<file path="config.mk">
export PLATFORM = sky130hd
export DESIGN_NAME = iapu_unit
export DESIGN_NICKNAME = d
export VERILOG_FILES = /design/src/logic/iapu_pkg.sv /design/src/logic/iapu_calc_if.sv /design/src/logic/iapu_addr_calc.sv /design/src/logic/iapu_unit.sv
export SDC_FILE = /design/constraint.sdc
export NUM_CORES = 1
export LEC_CHECK = 0
export BUFFER_PORTS_ARGS = -buffer_cell sky130_fd_sc_hd__buf_2
export CORE_MARGIN = 3
export CORE_UTILIZATION = 50
export DETAILED_ROUTE_END_ITERATION = 16
export PLACE_DENSITY = 0.83
export SETUP_SLACK_MARGIN = 0.3
export SLEW_MARGIN = 20
export SYNTH_ARGS = -nofsm -noshare
export SYNTH_HDL_FRONTEND = slang
export SYNTH_SLANG_ARGS = --single-unit
</file>
<file path="constraint.sdc">
create_clock -name sys_clk -period 5.75 [get_ports sys_clk]
set_input_delay 1.4375 -clock sys_clk [delete_from_list [all_inputs] [get_ports sys_clk]]
set_output_delay 1.4375 -clock sys_clk [all_outputs]
set_load 0.01 [all_outputs]
</file>
<file path="src/logic/iapu_pkg.sv">
package iapu_pkg;

  localparam int unsigned ADDR_W       = 12;
  localparam int unsigned DATA_W       = 8;
  localparam int unsigned NUM_PTR      = 3;
  localparam int unsigned PTR_SEL_W    = 2;

  // Pointer register map in data space
  localparam logic [11:0] PTR0_LOW_ADDR  = 12'hFE9;
  localparam logic [11:0] PTR0_HIGH_ADDR = 12'hFEA;
  localparam logic [11:0] PTR1_LOW_ADDR  = 12'hFE1;
  localparam logic [11:0] PTR1_HIGH_ADDR = 12'hFE2;
  localparam logic [11:0] PTR2_LOW_ADDR  = 12'hFD9;
  localparam logic [11:0] PTR2_HIGH_ADDR = 12'hFDA;

  // Virtual locations per pointer: base of a block of five
  localparam logic [11:0] PTR0_VIRT_BASE = 12'hFEB;
  localparam logic [11:0] PTR1_VIRT_BASE = 12'hFE3;
  localparam logic [11:0] PTR2_VIRT_BASE = 12'hFDB;
  localparam logic [11:0] VIRT_SPAN      = 12'h005;

  // Offsets of the access modes within a block
  localparam logic [2:0] OFS_INDEXED   = 3'h0;
  localparam logic [2:0] OFS_PRE_INC   = 3'h1;
  localparam logic [2:0] OFS_POST_DEC  = 3'h2;
  localparam logic [2:0] OFS_POST_INC  = 3'h3;
  localparam logic [2:0] OFS_PLAIN     = 3'h4;

  localparam logic [11:0] PTR_RESET    = 12'h000;
  localparam logic [7:0]  ZERO_BYTE    = 8'h00;

  typedef enum logic [2:0] {
    IAPU_MODE_PLAIN,
    IAPU_MODE_POST_DEC,
    IAPU_MODE_POST_INC,
    IAPU_MODE_PRE_INC,
    IAPU_MODE_INDEXED
  } iapu_mode_e;

endpackage

</file>
<file path="src/logic/iapu_calc_if.sv">
`timescale 1ns/1ps
interface iapu_calc_if;
  import iapu_pkg::*;
  logic [11:0] ptr_value;
  iapu_mode_e  mode;
  logic [7:0]  working_register;
  logic [11:0] eff_addr;
  logic [11:0] next_ptr;
  logic        ptr_changes;

  modport user (output ptr_value, output mode, output working_register,
                input eff_addr, input next_ptr, input ptr_changes);
  modport calc (input ptr_value, input mode, input working_register,
                output eff_addr, output next_ptr, output ptr_changes);
endinterface

</file>
<file path="src/logic/iapu_addr_calc.sv">
`timescale 1ns/1ps
module iapu_addr_calc
  import iapu_pkg::*;
(
  iapu_calc_if.calc calc  // Pointer value and mode in, address out
);

  logic [11:0] plus_one;
  logic [11:0] minus_one;
  logic [11:0] index_ext;

  // Full-width arithmetic, wraps modulo the data space
  assign plus_one  = 12'(calc.ptr_value + 12'h001);
  assign minus_one = 12'(calc.ptr_value - 12'h001);
  assign index_ext = {{4{calc.working_register[7]}}, calc.working_register};

  // Address and pointer update per access mode
  always_comb begin
    calc.eff_addr    = calc.ptr_value;
    calc.next_ptr    = calc.ptr_value;
    calc.ptr_changes = 1'b0;
    case (calc.mode)
      IAPU_MODE_PLAIN: begin
        calc.eff_addr = calc.ptr_value;
      end
      IAPU_MODE_POST_DEC: begin
        calc.next_ptr    = minus_one;
        calc.ptr_changes = 1'b1;
      end
      IAPU_MODE_POST_INC: begin
        calc.next_ptr    = plus_one;
        calc.ptr_changes = 1'b1;
      end
      IAPU_MODE_PRE_INC: begin
        calc.eff_addr    = plus_one;
        calc.next_ptr    = plus_one;
        calc.ptr_changes = 1'b1;
      end
      IAPU_MODE_INDEXED: begin
        calc.eff_addr = 12'(calc.ptr_value + index_ext);
      end
      default: begin
        calc.eff_addr = calc.ptr_value;
      end
    endcase
  end

endmodule  // iapu_addr_calc

</file>
<file path="src/logic/iapu_unit.sv">
`timescale 1ns/1ps
//
// Summary of operation
// - Three independent 12-bit pointers, each stored as high and low bytes.
// - Plain location accesses the byte at the pointer; pointer unchanged.
// - Each pointer has five virtual locations choosing how it is used.
// - Post-decrement/increment use current value, then step pointer by one.
// - Pre-increment steps pointer first, then uses the new value.
// - Indexed address is pointer plus signed working register; both unchanged.
// - Increment and decrement act on all 12 bits, carrying into high byte.
// - Automatic pointer steps never change any status flag.
// - Indirect read landing on a virtual location returns 00h, sets zero.
// - Indirect write landing on a virtual location is dropped; a stepping mode still steps the pointer.
// - Indirect write to a pointer byte beats that pointer's pending step.
//
module iapu_unit
  import iapu_pkg::*;
(
  input  wire logic        sys_clk,           // Core clock
  input  wire logic        rst_n,             // Synchronous reset, active low
  input  wire logic        acc_valid,         // Core issues an operand access
  input  wire logic        acc_write,         // 1 write, 0 read
  input  wire logic [11:0] acc_addr,          // Operand data address
  input  wire logic [7:0]  acc_wdata,         // Write data from core
  input  wire logic [7:0]  working_register,  // Signed index source
  input  wire logic [7:0]  mem_rdata,         // Memory read data, same cycle
  output logic             mem_req,           // Memory access strobe
  output logic             mem_write,         // Memory write strobe
  output logic [11:0]      mem_addr,          // Effective data address
  output logic [7:0]       mem_wdata,         // Memory write data
  output logic             rd_valid,          // Read result ready
  output logic [7:0]       rd_data,           // Read result
  output logic             zero_flag_set,     // Force zero flag from access
  output logic [11:0]      ptr0,              // Pointer 0 value
  output logic [11:0]      ptr1,              // Pointer 1 value
  output logic [11:0]      ptr2               // Pointer 2 value
);

  //////////////////////////////////////////////////////////////////////////////
  // Pointer storage and address map

  logic [7:0]  pointer_high_byte [NUM_PTR];
  logic [7:0]  pointer_low_byte  [NUM_PTR];
  logic [11:0] indirect_pointer  [NUM_PTR];
  logic [11:0] virt_base         [NUM_PTR];
  logic [11:0] low_addr          [NUM_PTR];
  logic [11:0] high_addr         [NUM_PTR];
  logic [NUM_PTR-1:0] hit;
  logic [2:0]  hit_ofs           [NUM_PTR];

  // Base of each pointer's block of five virtual locations
  assign virt_base[0] = PTR0_VIRT_BASE;
  assign virt_base[1] = PTR1_VIRT_BASE;
  assign virt_base[2] = PTR2_VIRT_BASE;

  // Low byte register address of each pointer
  assign low_addr[0]  = PTR0_LOW_ADDR;
  assign low_addr[1]  = PTR1_LOW_ADDR;
  assign low_addr[2]  = PTR2_LOW_ADDR;

  // High byte register address of each pointer
  assign high_addr[0] = PTR0_HIGH_ADDR;
  assign high_addr[1] = PTR1_HIGH_ADDR;
  assign high_addr[2] = PTR2_HIGH_ADDR;

  // Decode which pointer block an operand address falls into
  genvar g;
  generate
    for (g = 0; g < NUM_PTR; g++) begin : g_dec
      logic [11:0] diff;
      assign indirect_pointer[g] = {pointer_high_byte[g][3:0], pointer_low_byte[g]};
      assign diff       = 12'(acc_addr - virt_base[g]);
      assign hit[g]     = (acc_addr >= virt_base[g]) && (diff < VIRT_SPAN);
      assign hit_ofs[g] = diff[2:0];
    end
  endgenerate

  //////////////////////////////////////////////////////////////////////////////
  // Select the addressed pointer and mode

  // Addressed pointer, whether any was addressed, and how it is used
  logic [PTR_SEL_W-1:0] sel;
  logic                 any_hit;
  iapu_mode_e           mode;

  // Operand address picks the pointer and its access mode
  always_comb begin
    sel     = '0;
    any_hit = 1'b0;
    mode    = IAPU_MODE_PLAIN;
    for (int i = 0; i < NUM_PTR; i++) begin
      if (hit[i]) begin
        sel     = PTR_SEL_W'(i);
        any_hit = 1'b1;
        case (hit_ofs[i])
          OFS_PLAIN:    mode = IAPU_MODE_PLAIN;
          OFS_POST_DEC: mode = IAPU_MODE_POST_DEC;
          OFS_POST_INC: mode = IAPU_MODE_POST_INC;
          OFS_PRE_INC:  mode = IAPU_MODE_PRE_INC;
          OFS_INDEXED:  mode = IAPU_MODE_INDEXED;
          default:      mode = IAPU_MODE_PLAIN;
        endcase
      end
    end
  end

  // One arithmetic unit serves whichever pointer the operand selects
  iapu_calc_if calc_bus ();

  // Addressed pointer, its mode and the signed index feed the arithmetic
  assign calc_bus.ptr_value        = indirect_pointer[sel];
  assign calc_bus.mode             = mode;
  assign calc_bus.working_register = working_register;  // Never written here

  // Effective address, next pointer value and whether the pointer steps
  iapu_addr_calc u_calc (
    .calc (calc_bus.calc)
  );

  //////////////////////////////////////////////////////////////////////////////
  // Target checks on the effective address

  // Access kind and where its effective address lands
  logic ind_access;
  logic tgt_virtual;
  logic [NUM_PTR-1:0] tgt_low;
  logic [NUM_PTR-1:0] tgt_high;

  // Operand named one of the virtual locations of some pointer
  assign ind_access = acc_valid && any_hit;

  // Effective address on a virtual block or on a pointer byte
  always_comb begin
    tgt_virtual = 1'b0;
    for (int i = 0; i < NUM_PTR; i++) begin
      if ((calc_bus.eff_addr >= virt_base[i]) &&
          (12'(calc_bus.eff_addr - virt_base[i]) < VIRT_SPAN)) begin
        tgt_virtual = 1'b1;
      end
      tgt_low[i]  = (calc_bus.eff_addr == low_addr[i]);
      tgt_high[i] = (calc_bus.eff_addr == high_addr[i]);
    end
  end

  // Byte writes to pointer registers, direct or through any pointer, its own included
  logic [NUM_PTR-1:0] wr_low;
  logic [NUM_PTR-1:0] wr_high;
  logic [NUM_PTR-1:0] direct_low;
  logic [NUM_PTR-1:0] direct_high;
  logic [NUM_PTR-1:0] via_low;
  logic [NUM_PTR-1:0] via_high;

  // Direct operand names a pointer byte; an indirect target lands on one
  always_comb begin
    for (int i = 0; i < NUM_PTR; i++) begin
      direct_low[i]  = !any_hit && (acc_addr == low_addr[i]);
      direct_high[i] = !any_hit && (acc_addr == high_addr[i]);
      via_low[i]     = any_hit && tgt_low[i] && !tgt_virtual;
      via_high[i]    = any_hit && tgt_high[i] && !tgt_virtual;
    end
  end

  // Only writes touch a pointer byte; reads of them go on to memory
  always_comb begin
    for (int i = 0; i < NUM_PTR; i++) begin
      wr_low[i]  = acc_valid && acc_write && (direct_low[i] || via_low[i]);
      wr_high[i] = acc_valid && acc_write && (direct_high[i] || via_high[i]);
    end
  end

  //////////////////////////////////////////////////////////////////////////////
  // Pointer update; no status output is touched by stepping

  generate
    for (g = 0; g < NUM_PTR; g++) begin : g_ptr
      logic step;

      // Step only the pointer that this access addresses
      assign step = ind_access && (sel == PTR_SEL_W'(g)) && calc_bus.ptr_changes;

      // Low byte: written value dominates a pending step
      always_ff @(posedge sys_clk) begin
        if (!rst_n) begin
          pointer_low_byte[g] <= PTR_RESET[7:0];
        end else if (wr_low[g] || wr_high[g]) begin
          if (wr_low[g]) begin
            pointer_low_byte[g] <= acc_wdata;
          end
        end else if (step) begin
          pointer_low_byte[g] <= calc_bus.next_ptr[7:0];
        end
      end

      // High byte: upper four bits read as zero
      always_ff @(posedge sys_clk) begin
        if (!rst_n) begin
          pointer_high_byte[g] <= {4'h0, PTR_RESET[11:8]};
        end else if (wr_low[g] || wr_high[g]) begin
          if (wr_high[g]) begin
            pointer_high_byte[g] <= {4'h0, acc_wdata[3:0]};
          end
        end else if (step) begin
          pointer_high_byte[g] <= {4'h0, calc_bus.next_ptr[11:8]};
        end
      end
    end
  endgenerate

  // Pointer values straight from the byte flops
  assign ptr0 = {pointer_high_byte[0][3:0], pointer_low_byte[0]};
  assign ptr1 = {pointer_high_byte[1][3:0], pointer_low_byte[1]};
  assign ptr2 = {pointer_high_byte[2][3:0], pointer_low_byte[2]};

  //////////////////////////////////////////////////////////////////////////////
  // Memory strobes; pointer register writes and virtual targets are not passed on

  logic ptr_reg_hit;
  logic virt_block;
  logic pass_on;

  // A pointer byte write is served here and never reaches the memory
  assign ptr_reg_hit = (|(wr_low | wr_high));

  // An indirect access that lands on a virtual location is swallowed
  assign virt_block  = any_hit && tgt_virtual;

  // Everything else goes out to the data memory
  assign pass_on     = acc_valid && !virt_block && !ptr_reg_hit;

  // Request and write strobes, one cycle each
  always_ff @(posedge sys_clk) begin
    if (!rst_n) begin
      mem_req   <= 1'b0;
      mem_write <= 1'b0;
    end else begin
      mem_req   <= pass_on;
      mem_write <= pass_on && acc_write;
    end
  end

  // Effective address: formed by the pointer when indirect, as given otherwise
  always_ff @(posedge sys_clk) begin
    if (!rst_n) begin
      mem_addr <= 12'h000;
    end else begin
      mem_addr <= any_hit ? calc_bus.eff_addr : acc_addr;
    end
  end

  // Write data follows the address so both stand in the same cycle
  always_ff @(posedge sys_clk) begin
    if (!rst_n) begin
      mem_wdata <= ZERO_BYTE;
    end else begin
      mem_wdata <= acc_wdata;
    end
  end

  //////////////////////////////////////////////////////////////////////////////
  // Read results: virtual target reads zero and forces the zero flag

  logic rd_pend;
  logic rd_zero;

  // A read is pending while memory answers the registered request
  always_ff @(posedge sys_clk) begin
    if (!rst_n) begin
      rd_pend <= 1'b0;
    end else begin
      rd_pend <= acc_valid && !acc_write;
    end
  end

  // Remember that the pending read was swallowed as a virtual target
  always_ff @(posedge sys_clk) begin
    if (!rst_n) begin
      rd_zero <= 1'b0;
    end else begin
      rd_zero <= acc_valid && !acc_write && virt_block;
    end
  end

  // Result strobe and zero flag pulse, one cycle each
  always_ff @(posedge sys_clk) begin
    if (!rst_n) begin
      rd_valid      <= 1'b0;
      zero_flag_set <= 1'b0;
    end else begin
      rd_valid      <= rd_pend;
      zero_flag_set <= rd_pend && rd_zero;
    end
  end

  // Result byte: memory data, or all zeros for a virtual target
  always_ff @(posedge sys_clk) begin
    if (!rst_n) begin
      rd_data <= ZERO_BYTE;
    end else begin
      rd_data <= rd_zero ? ZERO_BYTE : mem_rdata;
    end
  end

endmodule  // iapu_unit

</file>
==> results of run 1 <==
==> worst max-delay path: stages <==
cell       delay (ns)
buf_6            0.09
buf_6            0.10
nand3b_1         0.24
a2111oi_4        0.45
nor2_1           0.09
a21oi_2          0.18
ha_2             0.22
inv_2            0.04
fa_2             0.37
nor2b_4          0.14
o2111ai_2        0.13
a21o_1           0.24
a21oi_2          0.20
nor3_2           0.06
nand3b_1         0.22
a2111oi_4        0.46
nand3_2          0.19
o41ai_4          0.32
buf_12           0.20
nand3_4          0.14
==> cell type report <==
class,instances,area [um2],share of cell area
flip-flops and latches,70,1760,0.268
repair buffers,211,1370,0.209
clock buffers,10,138,0.0210
multi-input cells,411,2970,0.452
clock inverters,6,67.6,0.0103
well taps,129,161,0.0246
inverters,26,97.6,0.0149
==> cell usage in the layout (no fill, tap or decap), types with 13 or more instances in the layout <==
cell type / Yosys / layout
a21oi_1: 29 / 26
xnor2_1: 16 / 16
nand2_1: 58 / 58
buf_2: 6 / 105
nor3_1: 14 / 13
dfxtp_1: 34 / 34
edfxtp_1: 36 / 36
o21ai_0: 17 / 16
and2_1: 15 / 14
nor2_1: 36 / 36
o22ai_1: 44 / 43
inv_1: 22 / 20
buf_4: 2 / 98
==> sequential cells by signal, indices dropped and copies added, names as in the netlist <==
register / cells
pointer_high_byte: 12
rd_pend: 1
rd_valid: 1
zero_flag_set: 1
mem_addr: 12
mem_req: 1
mem_wdata: 8
pointer_low_byte: 24
rd_data: 8
rd_zero: 1
mem_write: 1
==> through the flow <==
stage,cells,area (um2)
3_3_place_gp,836,6170
6_report,863,6560
4_1_cts,861,6490
3_5_place_dp,836,6170
5_1_grt,863,6560
2_1_floorplan,529,4890
==> worst max-delay path by stage <==
stage,startpoint,to,slack (ns),depth (start not counted)
after floorplan,acc_addr[3],pointer_low_byte[0][0],-0.15,19
after global placement,acc_addr[3],pointer_low_byte[0][7],-0.16,19
after detailed placement,acc_addr[3],pointer_high_byte[2][0],-0.32,20
after CTS,acc_addr[5],pointer_low_byte[0][1],0.30,21
after global routing,acc_addr[5],pointer_low_byte[0][1],0.08,21
final,acc_addr[5],pointer_low_byte[2][0],0.27,20
==> kinds of logic after synthesis <==
group / Yosys count / synth area share
XOR/XNOR: 18 / 0.0328
AO/OA/AOI/OAI: 179 / 0.293
buffers and inverters: 48 / 0.0469
AND/OR/NAND/NOR: 197 / 0.216
flip-flops: 70 / 0.367
multiplexers: 3 / 0.00677
adder cells (fa/ha/maj): 14 / 0.0380
==> power groups by stage <==
stage,Combinational [mW],Clock (mW),Sequential [mW]
finish,0.229,0.423,0.556
global route,0.247,0.445,0.558
CTS,0.221,0.423,0.555
detailed placement,0.213,0,0.567
global placement,0.209,0,0.566
floorplan,0.105,0,0.575
==> routing by layer <==
layer | wire length, um | vias to the layer above | global-route usage
met4 | 601 | 0 | 0.115
met2 | 8500 | 394 | 0.542
met1 | 6900 | 2484 | 0.429
li1 | - | 2438 | -
met3 | 1970 | 65 | 0.0720
met5 | 0 | - | 0
==> what timing repair did <==
action	CTS	global route
gates cloned	0	0
setup buffers	9	2
pin swaps	10	6
gates resized for setup	11	12
setup endpoints to repair	74	74
==> impl_results.md, run 1 <==
- Largest cells by area after synthesis: edfxtp_1, dfxtp_1, o22ai_1
- DRT Pass-1 Iters: 5
- Die width: 104 um
- Final hold vios: 0
- Worst R2R Start: pointer_low_byte[1][1]
- Worst setup SP type: input port
- Min Tclk post-route: about 5.5 ns
- Min Hold Slack: about 0.46 ns
- Setup WS post-layout: about 0.27 ns
- Yosys top cell area share: 0.225
- PD cells: between 150 and 200 mW/mm2
- Main flop type after synthesis: edfxtp_1
- Clk Tree Root Cell: clkbuf_8
- Area grow syn2layout: 36.6%
- Syn Inst Count: about 530
- Setup WS pre-CTS: -0.321 ns
- I/O pin total: approximately 110
- Critical path peak fanout: 14
- Global-route wire length before repair: approximately 28000 um
- Max clock buf depth: 2
- Iteration-0 DRC Markers: approximately 510
- Syn_nets: 583
- Fillers: roughly 730
- # rows: 35
- Die ar.: approximately 0.011 mm2
- Pins Over Slew Limit: 0
- Routed via count: about 5.4k
- Hold-critical path depth: 1
- Initial Util: 0.518
- Port Buf Inserts: between 100 and 150
- ANT cells: 0
- Dpl hpwl: between 10000 and 15000 um
- All-Layer GR Usage: 0.329
- Endpoints failing setup: 0
- CP arrival: approximately 5.5 ns
- GR Overflow Total: 0
- Required time of the critical path: between 5 and 6 ns
- Total power after layout: around 1.2 mW
- Post-CTS Hold Buffers: 0
- Final worst-path cycle share: 0.953
- Netlist cell types: 77
- R2R depth: 14
- Clock net sink count: 70
- Commonest cells in the synthesized netlist: nand2_1, o22ai_1, edfxtp_1, nor2_1, dfxtp_1
- Pleak: 2.74 nW
- Synth warnings: 0
- Sequential Power Share: 0.460
- Switch share: 0.289
- Worst-path clk slew: 0.09 ns
- CTS Buf Count: 9
- Htree depth: 3
- Final TNS setup: 0 ns
- Slew margin rel.: 0.478
- CP endpoint kind: register
- Final Util: 0.707
- DRT antenna net count: 0
- Post-synth EDFFs: 36
- Mapped cell area: slightly below 0.005 mm2
- Logic pwr share: 0.189
- CTS tree: done
- Clock latency on the worst-skew pair: 0.35 ns
- Crit path kind: in -> reg
- Cell with the most instances after synthesis: nand2_1
- Avg Inst Size Synth: ~9.1 um2
- Hold_sp: rd_pend
- Max Cap Violations: 0
- Final Skew: 0.0171 ns
- Nets: 783
- Gp weighted congestion: 1.03
- End of the worst hold path: rd_valid
- RR Endpoint: pointer_low_byte[2][0]
- Drt wl/cell: roughly 21 um
- Post-synth top area cell: edfxtp_1
- P_int: approximately 0.86 mW
- RSZ-0062 raised after global routing: true
- Fmax achieved: between 0.15 and 0.2 GHz
- Hold Crit Class: reg -> reg
- DRT Wirelength: roughly 18000 um
- Die Y: roughly 100 um
- Worst slew pin tran: ~0.8 ns
- Synth Register Bits: 70
- Residual DRC: 0
- Status: finished, final reports clean
- Vias in the first global route: about 5.3k
- Largest net degree at the start of global routing: 32
- Post-DR vias/cell: just over 6
- Fraction of registers with async set/reset: 0
- Post-synthesis sequential area ratio: 0.367
- Layout cell share with drive strength beyond 1: 0.384
- Initial antenna violation count: 0
- Worst IR Drop VDD: about 0.22 mV
- Core Region: 0.00928 mm2
- Clock share of power: 0.350
- P_sw: approximately 0.35 mW
- Setup slack, reg-to-reg: 1.77 ns
Note: power is estimated with default switching activity, not from simulation.
==> run 2: changes to the inputs <==
--- a/config.mk
+++ b/config.mk
@@ -9,6 +9,7 @@
 export CORE_MARGIN = 3
 export CORE_UTILIZATION = 50
+export CTS_CLUSTER_SIZE = 14
 export DETAILED_ROUTE_END_ITERATION = 16
-export PLACE_DENSITY = 0.83
+export PLACE_DENSITY = 0.76
 export SETUP_SLACK_MARGIN = 0.3
 export SLEW_MARGIN = 20
==> constraint.sdc (replaced) <==
create_clock -name sys_clk -period 5.75 [get_ports sys_clk]
set_input_delay 1.4375 -clock sys_clk [delete_from_list [all_inputs] [get_ports sys_clk]]
set_output_delay 1.4375 -clock sys_clk [all_outputs]
set_load 0.02 [all_outputs]
==> impl_results.md, run 2 (synthesis results as in run 1) <==
- Iteration-0 DRC Markers: 511 (was 506)
- Die width: 104 um (unchanged)
- Endpoints failing setup: 0 (unchanged)
- Nets: 776 (was 783)
- Port Buf Inserts: 107 (unchanged)
- ANT cells: 0 (unchanged)
- CTS Buf Count: 9 (unchanged)
- Vias in the first global route: 5209 (was 5348)
- Drt wl/cell: 21.9 um (was 20.8 um)
- Fillers: 760 (was 729)
- Worst slew pin tran: 0.730 ns (was 0.777 ns)
- Slew margin rel.: 0.510 (was 0.478)
- Gp weighted congestion: 1.01 (was 1.03)
- Most frequent cells in the layout: buf_2, buf_4, nand2_1 (unchanged)
- CP arrival: 5.60 ns (was 5.52 ns)
- Max clock buf depth: 2 (unchanged)
- Residual DRC: 0 (unchanged)
- Die Y: 104 um (unchanged)
- Fin area: 0.00655 mm2 (was 0.00656 mm2)
- Area of placed instances: 0.00612 mm2 (was 0.00617 mm2)
- Area grow syn2layout: 36.3% (was 36.6%)
- Multi-input logic area: 0.00300 mm2 (was 0.00297 mm2)
- Final Skew: 0.00906 ns (was 0.0171 ns)
- Status: finished, final reports clean (unchanged)
- Worst IR Drop VDD: 0.205 mV (was 0.221 mV)
- Post-CTS Hold Buffers: 0 (unchanged)
- Layout cell share with drive strength beyond 1: 0.381 (was 0.384)
- Commonest non-fill, non-tap cell in the layout: buf_2 (unchanged)
- Clock net sink count: 70 (unchanged)
- Die ar.: 0.0108 mm2 (unchanged)
- Max Cap Violations: 0 (unchanged)
- Min Tclk post-route: 5.53 ns (was 5.48 ns)
- Setup WS pre-CTS: -0.179 ns (was -0.321 ns)
- Stages on worst setup path: 20 (unchanged)
- Required time of the critical path: 5.82 ns (was 5.79 ns)
- Initial antenna violation count: 0 (unchanged)
- Worst-path clk slew: 0.07 ns (was 0.09 ns)
- Largest net degree at the start of global routing: 32 (unchanged)
- Number of flip-flops in the largest register: 24 (unchanged)
- GR Overflow Total: 0 (unchanged)
- Setup WS post-layout: 0.216 ns (was 0.272 ns)
- Hold_sp: rd_pend (unchanged)
- CP endpoint kind: register (unchanged)
- PD cells: 182 mW/mm2 (was 184 mW/mm2)
- Top cell family by delay on the critical path: compound AO/OA/AOI/OAI gates (unchanged)
- GR Util met2: 0.529 (was 0.542)
- Worst setup SP type: input port (unchanged)
- CP bufs+invs: 6 (was 4)
- DRT Pass-1 Iters: 6 (was 5)
- Hold-critical path depth: 1 (unchanged)
- GRT busiest layer: met2 (unchanged)
- Dpl hpwl: 14300 um (was 14200 um)
- Core Region: 0.00928 mm2 (unchanged)
- Pins Over Slew Limit: 0 (unchanged)
- RR Endpoint: pointer_low_byte[0][3] (was pointer_low_byte[2][0])
- Global-route wire length before repair: 28200 um (was 28400 um)
- Cell mode on critical path: buf_4
- Fmax achieved: 0.181 GHz (was 0.183 GHz)
- R2R depth: 16 (was 14)
- Initial Util: 0.518 (unchanged)
- All-Layer GR Usage: 0.330 (was 0.329)
- DRT Wirelength: 18700 um (was 18000 um)
- Pleak: 2.72 nW (was 2.74 nW)
- Seq. cell area: 0.00176 mm2 (unchanged)
- Clk Tree Root Cell: clkbuf_8 (unchanged)
- Worst path max stage delay: 0.48 ns (was 0.46 ns)
- Grt met3 use: 0.0795 (was 0.0720)
- Largest regs: pointer_low_byte (24), mem_addr (12), pointer_high_byte (12) (unchanged)
- Final hold vios: 0 (unchanged)
- Clock latency on the worst-skew pair: 0.36 ns (was 0.35 ns)
- Slowest-stage cell, CP: a2111oi_4 (unchanged)
- End of the worst hold path: rd_valid (unchanged)
- CP Cell Sequence: buf_6 -> or3b_4 -> a2111oi_4 -> buf_4 -> buf_4 -> o22ai_1 -> inv_1 -> ha_1 -> a21o_1 -> a21oi_2 -> a21o_1 -> a21oi_2 -> o21ai_0 -> nand3b_1 -> a2111oi_4 -> and2_4 -> buf_6 -> a41oi_4 -> o211ai_1 -> buf_4 (was buf_6 -> buf_6 -> nand3b_1 -> a2111oi_4 -> nor2_1 -> a21oi_2 -> ha_2 -> inv_2 -> fa_2 -> nor2b_4 -> o2111ai_2 -> a21o_1 -> a21oi_2 -> nor3_2 -> nand3b_1 -> a2111oi_4 -> nand3_2 -> o41ai_4 -> buf_12 -> nand3_4)
- Htree depth: 3 (unchanged)
- Worst R2R Start: pointer_low_byte[1][0] (was pointer_low_byte[1][1])
- RSZ-0062 raised after global routing: true (unchanged)
- Final worst-path cycle share: 0.962 (was 0.953)
- I/O pin total: 108 (unchanged)
- GR Util met1: 0.430 (was 0.429)
- Reg with most FFs: pointer_low_byte (unchanged)
- Routed via count: 5395 (was 5381)
- Hold Crit Class: reg -> reg (unchanged)
- # rows: 35 (unchanged)
- Setup slack, reg-to-reg: 1.60 ns (was 1.77 ns)
- DRT antenna net count: 0 (unchanged)
- Crit path kind: in -> reg (unchanged)
- Post-DR vias/cell: 6.30 (was 6.24)
- CTS tree: done (unchanged)
- Critical path peak fanout: 10 (was 14)
[run 2: worst max path at each step]
stage / startpoint / to / slack [ns]
floorplan: acc_addr[3] / pointer_low_byte[0][0] / -0.14
global placement: acc_addr[3] / pointer_low_byte[0][5] / -0.15
detailed placement: acc_addr[3] / pointer_low_byte[0][5] / -0.18
CTS: acc_addr[4] / pointer_low_byte[0][4] / 0.29
global route: acc_addr[4] / pointer_low_byte[0][4] / 0.06
finish: acc_addr[4] / pointer_low_byte[0][3] / 0.22
[run 2: where the power goes]
group	internal [mW]	switching [mW]	total, mW
sequential	0.544	0.0110	0.555
combinational	0.0950	0.147	0.242
clock	0.193	0.202	0.396
total	0.832	0.361	1.19
[run 2: worst reg2reg max path, cell delays in order (launching register included)]
cell      delay, ns
edfxtp_1       0.48
o22ai_1        0.29
a21oi_2        0.12
ha_2           0.21
buf_4          0.13
buf_4          0.12
a211oi_2       0.29
o21bai_1       0.13
a21oi_1        0.21
xnor2_1        0.15
nor2_1         0.07
a311oi_2       0.57
and3_1         0.42
inv_1          0.12
o21ai_4        0.23
o211ai_1       0.15
buf_4          0.23
[run 2: repair_timing]
action                                  CTS  global route
cloned                                    0             1
endpoints found under the setup margin   62            75
resized for setup                        11            18
setup buffers                             5             4
pin swaps                                14             8
[run 2: layer usage]
metal | routed length, um | vias to the layer above
met2 | 8680 | 355
met4 | 772 | 0
li1 | - | 2412
met1 | 7360 | 2558
met5 | 0 | -
met3 | 1890 | 70
[run 2: through the flow]
| step | power (mW) | setup TNS (ns) | hold WS [ns] | instances | util |
|---|---|---|---|---|---|
| 2_1_floorplan | 0.695 | -1.16 | 0.428 | 529 | - |
| 3_3_place_gp | 0.789 | -3.80 | 0.441 | 830 | 0.659 |
| 3_5_place_dp | 0.793 | -5.77 | 0.442 | 830 | 0.659 |
| 4_1_cts | 1.18 | 0 | 0.460 | 851 | 0.690 |
| 5_1_grt | 1.24 | 0 | 0.485 | 856 | 0.706 |
| 6_report | 1.19 | 0 | 0.463 | 856 | 0.706 |
[run 2: area by class of cell]
type                    count  share of cell area
flip-flops and latches     70               0.269
well taps                 129              0.0246
inverters                  26              0.0149
repair buffers            204               0.205
clock buffers              11              0.0248
multi-input cells         411               0.457
clock inverters             5             0.00478
